--- config.mk ---
export PLATFORM = sky130hd
export DESIGN_NAME = mpss_device_flat
export DESIGN_NICKNAME = d
export VERILOG_FILES = /design/src/hw/mpss_pkg.sv /design/src/hw/mpss_if.sv /design/src/hw/mpss_device.sv /design/src/flat_wrapper.sv
export SDC_FILE = /design/constraint.sdc
export NUM_CORES = 1
export LEC_CHECK = 0
export BUFFER_PORTS_ARGS = -buffer_cell sky130_fd_sc_hd__buf_4
export CORE_MARGIN = 8
export CORE_UTILIZATION = 48
export DETAILED_ROUTE_END_ITERATION = 16
export MAX_ROUTING_LAYER = met4
export PLACE_DENSITY = 0.82
export SLEW_MARGIN = 20
export SYNTH_ARGS = -nofsm -noshare
export SYNTH_HDL_FRONTEND = slang
export SYNTH_SLANG_ARGS = --single-unit
--- constraint.sdc ---
create_clock -name clk -period 2 [get_ports clk]
set_input_delay 0.6 -clock clk [delete_from_list [all_inputs] [get_ports clk]]
set_output_delay 0.6 -clock clk [all_outputs]
set_load 0.1 [all_outputs]
--- src/hw/mpss_pkg.sv ---
package mpss_pkg;
    // ************************************************************
    // timing
    // ************************************************************
    localparam int CLK_PERIOD_NS = 50;
    localparam int EN_TO_RST_MS = 5;
    // least time, rounded up to whole cycles
    localparam int EN_TO_RST_CYCLES = (EN_TO_RST_MS * 1000000 + CLK_PERIOD_NS - 1) / CLK_PERIOD_NS;
    localparam int CNT_W = 24;
    // ************************************************************
    // pin groups
    // ************************************************************
    localparam int IO_PINS = 8;
    // ************************************************************
    // device power states
    // ************************************************************
    typedef enum logic [2:0]
    {
        MPSS_OFF = 3'b000,
        MPSS_RESET = 3'b001,
        MPSS_DEFAULT = 3'b011,
        MPSS_IDLE = 3'b010,
        MPSS_RX = 3'b110,
        MPSS_TX = 3'b111
    } mpss_dev_state_type;
    // host sequencer states
    typedef enum logic [1:0]
    {
        MPSS_H_DOWN = 2'b00,
        MPSS_H_WAIT = 2'b01,
        MPSS_H_UP = 2'b11
    } mpss_host_state_type;
endpackage : mpss_pkg

--- src/hw/mpss_if.sv ---
interface mpss_if;
    logic io_supply;
    logic core_power_en;
    logic hard_reset_low;
    modport host
    (
        output io_supply,
        output core_power_en,
        output hard_reset_low
    );
    modport device
    (
        input io_supply,
        input core_power_en,
        input hard_reset_low
    );
endinterface : mpss_if

--- src/hw/mpss_device.sv ---
// Notes on behaviour
// enable high powers core, low powers off
// host keeps io supply and enable high
// core-off removes supply; idle neither sends nor receives
// idle state distinct from transmit and receive
// host lowers reset and enable for core-off
// enable never rises before io supply
// reset release at least 5 ms after enable
// host always drives reset and enable
// reset and enable fall together, before supply
// off disables pins; active uses firmware settings
// in reset pulls only; defaults inputs plus pulls
// host counts the enable-to-reset gap
// power-down aborts pending power-up immediately
module mpss_device
    import mpss_pkg::*;
#(
    parameter int PINS = mpss_pkg::IO_PINS
)
(
    // clock and reset
    input wire logic clk,
    input wire logic reset_n,
    // link
    mpss_if.device link,
    // firmware side
    input wire logic fw_ready,
    input wire logic fw_tx_req,
    input wire logic fw_rx_req,
    input wire logic [PINS-1:0] fw_out_en,
    input wire logic [PINS-1:0] fw_pull_en,
    // pin control and status
    output logic core_supply_on,
    output logic [PINS-1:0] pin_out_en,
    output logic [PINS-1:0] pin_in_en,
    output logic [PINS-1:0] pin_pull_en,
    output mpss_pkg::mpss_dev_state_type state
);
    import mpss_pkg::*;
    // ************************************************************
    // power state
    // ************************************************************
    mpss_dev_state_type state_reg, state_next;
    logic sup_reg, sup_next;
    logic [PINS-1:0] oe_reg, oe_next, ie_reg, ie_next, pu_reg, pu_next;

    // pins derive from the next state so they track it exactly
    always_comb
    begin
        state_next = state_reg;
        if (!link.io_supply || !link.core_power_en)
            state_next = MPSS_OFF;
        else if (!link.hard_reset_low)
            state_next = MPSS_RESET;
        else
        begin
            case (state_reg)
                MPSS_OFF, MPSS_RESET: state_next = MPSS_DEFAULT;
                MPSS_DEFAULT: state_next = fw_ready ? MPSS_IDLE : MPSS_DEFAULT;
                // idle only while no frame moves R4
                MPSS_IDLE, MPSS_RX, MPSS_TX:
                    state_next = fw_tx_req ? MPSS_TX : (fw_rx_req ? MPSS_RX : MPSS_IDLE);
                default: state_next = MPSS_OFF;
            endcase
        end
        sup_next = (state_next != MPSS_OFF);
        case (state_next)
            MPSS_OFF:
            begin
                oe_next = '0;
                ie_next = '0;
                pu_next = '0;
            end
            MPSS_RESET:
            begin
                oe_next = '0;
                ie_next = '0;
                pu_next = '1;
            end
            MPSS_DEFAULT:
            begin
                oe_next = '0;
                ie_next = '1;
                pu_next = '1;
            end
            default:
            begin
                oe_next = fw_out_en;
                ie_next = ~fw_out_en;
                pu_next = fw_pull_en;
            end
        endcase
    end

    // registered so each output comes from a flip-flop
    always_ff @(posedge clk or negedge reset_n)
    begin
        if (!reset_n)
        begin
            state_reg <= MPSS_OFF;
            sup_reg <= 1'b0;
            oe_reg <= '0;
            ie_reg <= '0;
            pu_reg <= '0;
        end
        else
        begin
            state_reg <= state_next;
            sup_reg <= sup_next;
            oe_reg <= oe_next;
            ie_reg <= ie_next;
            pu_reg <= pu_next;
        end
    end

    assign state = state_reg;
    assign core_supply_on = sup_reg;
    assign pin_out_en = oe_reg;
    assign pin_in_en = ie_reg;
    assign pin_pull_en = pu_reg;
endmodule : mpss_device

--- src/flat_wrapper.sv ---
// flat-port wrapper written by rule: the top's interface ports become plain ports
module mpss_device_flat import mpss_pkg::*;
#(
    parameter int PINS = mpss_pkg::IO_PINS
)
  (clk, reset_n, fw_ready, fw_tx_req, fw_rx_req, fw_out_en, fw_pull_en, core_supply_on, pin_out_en, pin_in_en, pin_pull_en, state, link_io_supply, link_core_power_en, link_hard_reset_low);
  mpss_if link_i ();
  input wire logic clk;
  input wire logic reset_n;
  input wire logic fw_ready;
  input wire logic fw_tx_req;
  input wire logic fw_rx_req;
  input wire logic [PINS-1:0] fw_out_en;
  input wire logic [PINS-1:0] fw_pull_en;
  output logic core_supply_on;
  output logic [PINS-1:0] pin_out_en;
  output logic [PINS-1:0] pin_in_en;
  output logic [PINS-1:0] pin_pull_en;
  output mpss_pkg::mpss_dev_state_type state;
  input wire logic [$bits(link_i.io_supply)-1:0] link_io_supply;
  input wire logic [$bits(link_i.core_power_en)-1:0] link_core_power_en;
  input wire logic [$bits(link_i.hard_reset_low)-1:0] link_hard_reset_low;
  assign link_i.io_supply = link_io_supply;
  assign link_i.core_power_en = link_core_power_en;
  assign link_i.hard_reset_low = link_hard_reset_low;
  mpss_device #(.PINS(PINS)) u_core (.clk(clk), .reset_n(reset_n), .link(link_i), .fw_ready(fw_ready), .fw_tx_req(fw_tx_req), .fw_rx_req(fw_rx_req), .fw_out_en(fw_out_en), .fw_pull_en(fw_pull_en), .core_supply_on(core_supply_on), .pin_out_en(pin_out_en), .pin_in_en(pin_in_en), .pin_pull_en(pin_pull_en), .state(state));
endmodule
Word level (Yosys, flattened, before mapping):

Cells that the tools add are included.

* word-level logic and storage cells: 33
* output and inout bits: 28
* bits of input ports: 24
* register bits: 28

* reduce and logical (&&, ||, !) cells: 11
* eq/ne operators: 7
* bitwise logic cells: 1
* muxes and demuxes: 9

Operator list (number)
* $pmux W8 S2: 2
* $mux W3: 4
* $eq A3 B2 Y1 const B: 3
* $pmux W3 S3: 1
* $mux W8: 1
* $not A8 Y8: 1
* $eq A3 B1 Y1 const B: 2
* $eq A3 B3 Y1 const B: 2
* $logic_not A3 Y1: 2
* $reduce_or A2 Y1: 3
* $reduce_or A3 Y1: 2
* $reduce_bool A3 Y1: 1
* $logic_not A1 Y1: 2
* $logic_or A1 B1 Y1: 1
* $mux W1: 1

Logic depth before layout (Yosys ltp):

* word-level depth: 8
* depth in mapped cells: 7
* gate-level depth less buffers: 5

Least setup slack after synthesis:

OpenSTA, ideal clock, no wires.

* path type: register -> register
* start: register u_core.state_reg[1] (netlist: u_core.state[1])
* end: register u_core.oe_reg[0] (netlist: u_core.pin_out_en[0])
* clock period less this slack: 1.910 ns
* arrival time: 1.794 ns
* path slack: 0.090 ns
* cell stages (with the launch flop): 6
* path buffers: 1
* cells stage by stage: dfrtp_1 > nand2_1 > a32oi_2 > and3_1 > buf_6 > nor2_2

* cells in the longest elaborated chain, start to end: 8

Ends and longest elaborated chain
* start: declaration: RTL line mpss_device.sv:43 `mpss_dev_state_type state_reg, state_next;`
* start signal: assignment: RTL line mpss_device.sv:108 `state_reg <= state_next;`
* $eq A3 B2 Y1 (tied with other cells): RTL line mpss_device.sv:57 `case (state_reg)`
* $reduce_or A3 Y1 or $reduce_or A2 Y1 (tied branches): RTL line mpss_device.sv:57
* $pmux W3 S3 *: RTL line mpss_device.sv:57
* $mux W3 *: RTL line mpss_device.sv:53 `else if (!link.hard_reset_low)`
* $mux W3 *: RTL line mpss_device.sv:51 `if (!link.io_supply || !link.core_power_en)`
* $eq A3 B1 Y1 (tied with other cells): RTL line mpss_device.sv:67 `case (state_next)`
* $reduce_or A3 Y1 (no source line) *
* $mux W8 *: RTL line mpss_device.sv:67
* net u_core.oe_next[0]: RTL line mpss_device.sv:45 `logic [PINS-1:0] oe_reg, oe_next, ie_reg, ie_next, pu_reg, pu_next;`
* end signal: assignment: RTL line mpss_device.sv:110 `oe_reg <= oe_next;`
* end: declaration: RTL line mpss_device.sv:45

Mark *: on every way through the listed nets, which the timed path passes. The rest lies on a longest branch.

Worst setup path after layout:

* start: register u_core.state_reg[2] (netlist: u_core.state[2])
* end: output state[2]

RTL lines
* end: declaration: RTL line flat_wrapper.sv:19 `output mpss_pkg::mpss_dev_state_type state;`

No word-level cell between the ends.

==> results.py <==
metrics = {
    "outcome": {
        "status": "complete, no violations",
    },
    "timing": {
        "max_freq_mhz": 570,
        "finalHoldViolCount": 0,
        "layout_min_cycle_time_ns": 1.76,
        "maxSlewViolCount": 0,
        "fin_worst_skew_ns": 0.00360,
        "setup-tns-final_ns": 0,
        "rsz0062_at_grt": "no",
        "post-route-period-util_pct": 87.8,
        "relSlewSlack_pct": 63.9,
        "setup_viol": 0,
        "worstMarginPinSlew_ns": 0.539,
    },
    "finish": {
        "final_cell_mix": "52 x buf_4, 28 x dfrtp_1, 19 x nand2_1, 9 x a21oi_1",
        "syn_to_final_growth_pct": 38.6,
        "nFillCells": 166,
        "layout_commonest_cell": "buf_4",
        "nets": 172,
        "antenna_cells": 0,
        "drive_gt1_share_pct": 49.7,
    },
    "global_route": {
        "busiest_layer": "met2",
        "use_met1_pct": 13.7,
        "grt_max_degree": 29,
        "grt_antenna_before_repair": 0,
        "grt_pass1_vias": 932,
        "track_usage_pct": 13.3,
        "met3_usage_pct": 3.48,
        "use_met2_pct": 23.0,
        "grt-ovfl-total": 0,
        "grt_pass1_wl_um": 4350,
    },
    "cts": {
        "cts_setup_buffers": 0,
        "htreeDepth": 1,
        "cts_sinks": 28,
        "cts-root-buf": "clkbuf_4",
        "clock_latency_ns": 0.31,
        "cts_resized": 0,
        "clock_path_buffers": 2,
        "cts_tree": "yes",
        "holdBufCountCts": 0,
        "cts_made_buffers": 3,
        "clk_pin_slew_ns": 0.14,
    },
    "route": {
        "dr.pass1.iters": 4,
        "wl_per_cell_um": 15.3,
        "via_per_inst": 4.87,
        "drc": 0,
        "wirelength_um": 2680,
        "via_count": 852,
        "drtAntennaViolNets": 0,
        "dr.first_iter.drc_count": 13,
    },
    "floorplanning": {
        "row_count": 17,
        "dieArea_sq_mm": 0.00410,
        "die_h_um": 64.0,
        "initial_core_util_pct": 50.5,
        "coreArea_sq_mm": 0.00219,
        "chipWidth_um": 64.0,
        "pin_count": 52,
    },
    "yosys": {
        "synthCells": 94,
        "synthTopCellsByArea": "dfrtp_1 63%, nand2_1 6.4%, nor2_2 4.5%",
        "yosys_register_bits": 28,
        "syn_nets": 118,
        "synth.distinct_cells": 22,
        "yosysSeqAreaShare_pct": 63.3,
        "synthArstFlopShare_pct": 100,
        "ys.warnings.count": 0,
        "synth_area_per_cell_sq_um": 11.8,
        "synth_top_area_cell": "dfrtp_1",
        "synth_edf_count": 0,
        "synth.top_cell.area_share_pct": 63.3,
        "netlist_area_sq_mm": 0.00111,
        "yosys_most_used_dff": "dfrtp_1",
    },
    "worst_setup_path": {
        "crit_fanout": 5,
        "max_stage_delay_ns": 0.50,
        "slowest_stage": "dfrtp_1",
        "path_class": "reg2out",
        "cp-start-kind": "flop",
        "reg2reg_from": "u_core.state[1]$_DFF_PN0_",
        "worstReg2RegEnd": "u_core.pin_out_en[2]$_DFF_PN0_",
        "cp.arrival_ns": 1.16,
        "path_delay_family": "flip-flops",
        "cp-end-kind": "output pin",
        "cp_num_buf_inv": 1,
        "crit_path_cell_trace": "buf_4",
        "required_ns": 1.40,
        "r2r_slack_ns": 0.46,
        "r2r_cells": 4,
    },
    "power_and_ir_drop": {
        "cellLeakagePower_nw": 0.804,
        "total_power_mw": 1.21,
        "powerDensity_mw_per_mm2": 786,
        "max-vdd-ir-drop_mv": 0.442,
    },
    "place": {
        "gp_congestion": 0.803,
        "hpwlAfterDp_um": 2130,
        "portBuffers": 51,
    },
    "run": {
        "cap_violations": 0,
    },
    "hold_path": {
        "hp-class": "in2async",
    },
}
==> how the worst max path moves through the flow <==
stage	slack, ns	cells past startpoint	endpoint	from
after global placement	0.23	5	u_core.pin_out_en[4]$_DFF_PN0_	link_hard_reset_low
after detailed placement	0.17	5	u_core.pin_out_en[2]$_DFF_PN0_	fw_tx_req
final	0.24	1	state[2]	u_core.state[2]$_DFF_PN0_
after floorplan	0.09	5	u_core.pin_out_en[0]$_DFF_PN0_	u_core.state[1]$_DFF_PN0_
after global routing	0.20	1	state[2]	u_core.state[2]$_DFF_PN0_
after CTS	0.24	1	state[2]	u_core.state[2]$_DFF_PN0_
==> logic make-up (layout without fill, tap and decap cells) <==
kind of cell           Yosys count  count (layout)  synth area share [%]
AOI/OAI and AO/OA               23              23                  13.8
buffers and inverters            7              60                  4.86
and+or+nand+nor                 36              36                  18.1
DFF                             28              28                  63.3
==> layout make-up <==
| type | instances | area, sq um | area share, % |
|---|---|---|---|
| flip-flops and latches | 28 | 701 | 45.6 |
| repair buffers | 52 | 390 | 25.4 |
| multi-input cells | 59 | 353 | 23.0 |
| clock buffers | 4 | 36.3 | 2.36 |
| well taps | 28 | 35.0 | 2.28 |
| inverters | 4 | 20.0 | 1.30 |
==> routing by layer <==
| metal | wire, um | share of wire (%) | vias to the layer above |
|---|---|---|---|
| met3 | 148 | 5.5 | 4 |
| li1 | - | - | 420 |
| met5 | 0 | 0 | - |
| met1 | 1040 | 39 | 398 |
| met4 | 56 | 2.1 | 0 |
| met2 | 1430 | 54 | 30 |
==> worst reg2reg max path: cells and delay by family, from the launching register on <==
kind | cells | cell delay, ns
DFF | 1 | 0.47
and+or+nand+nor | 3 | 0.73
AOI/OAI and AO/OA | 1 | 0.23
==> cell usage after synthesis (2+ instances only) <==
cell / number
o21ai_1: 8
dfrtp_1: 28
nand3_1: 2
inv_1: 3
a21oi_1: 9
buf_6: 3
nor2_2: 8
nand2_1: 19
==> power by group <==
group          switching [mW]  leakage (nW)  internal (mW)
sequential            0.00950         0.373          0.591
clock                   0.151        0.0210          0.111
combinational           0.263         0.410         0.0809
total                   0.423         0.804          0.783
==> per-stage QoR <==
stage	util [%]	instances	setup slack [ns]	instance area, sq um	hold slack (ns)
6_report	70.1	175	0.244	1540	0.170
5_1_grt	70.1	175	0.196	1540	0.170
4_1_cts	70.1	175	0.240	1540	0.181
3_5_place_dp	68.4	171	0.174	1500	0.532
3_3_place_gp	68.4	171	0.225	1500	0.524
2_1_floorplan	-	94	0.0901	1110	0.304
(Power assumes the default switching activity.)
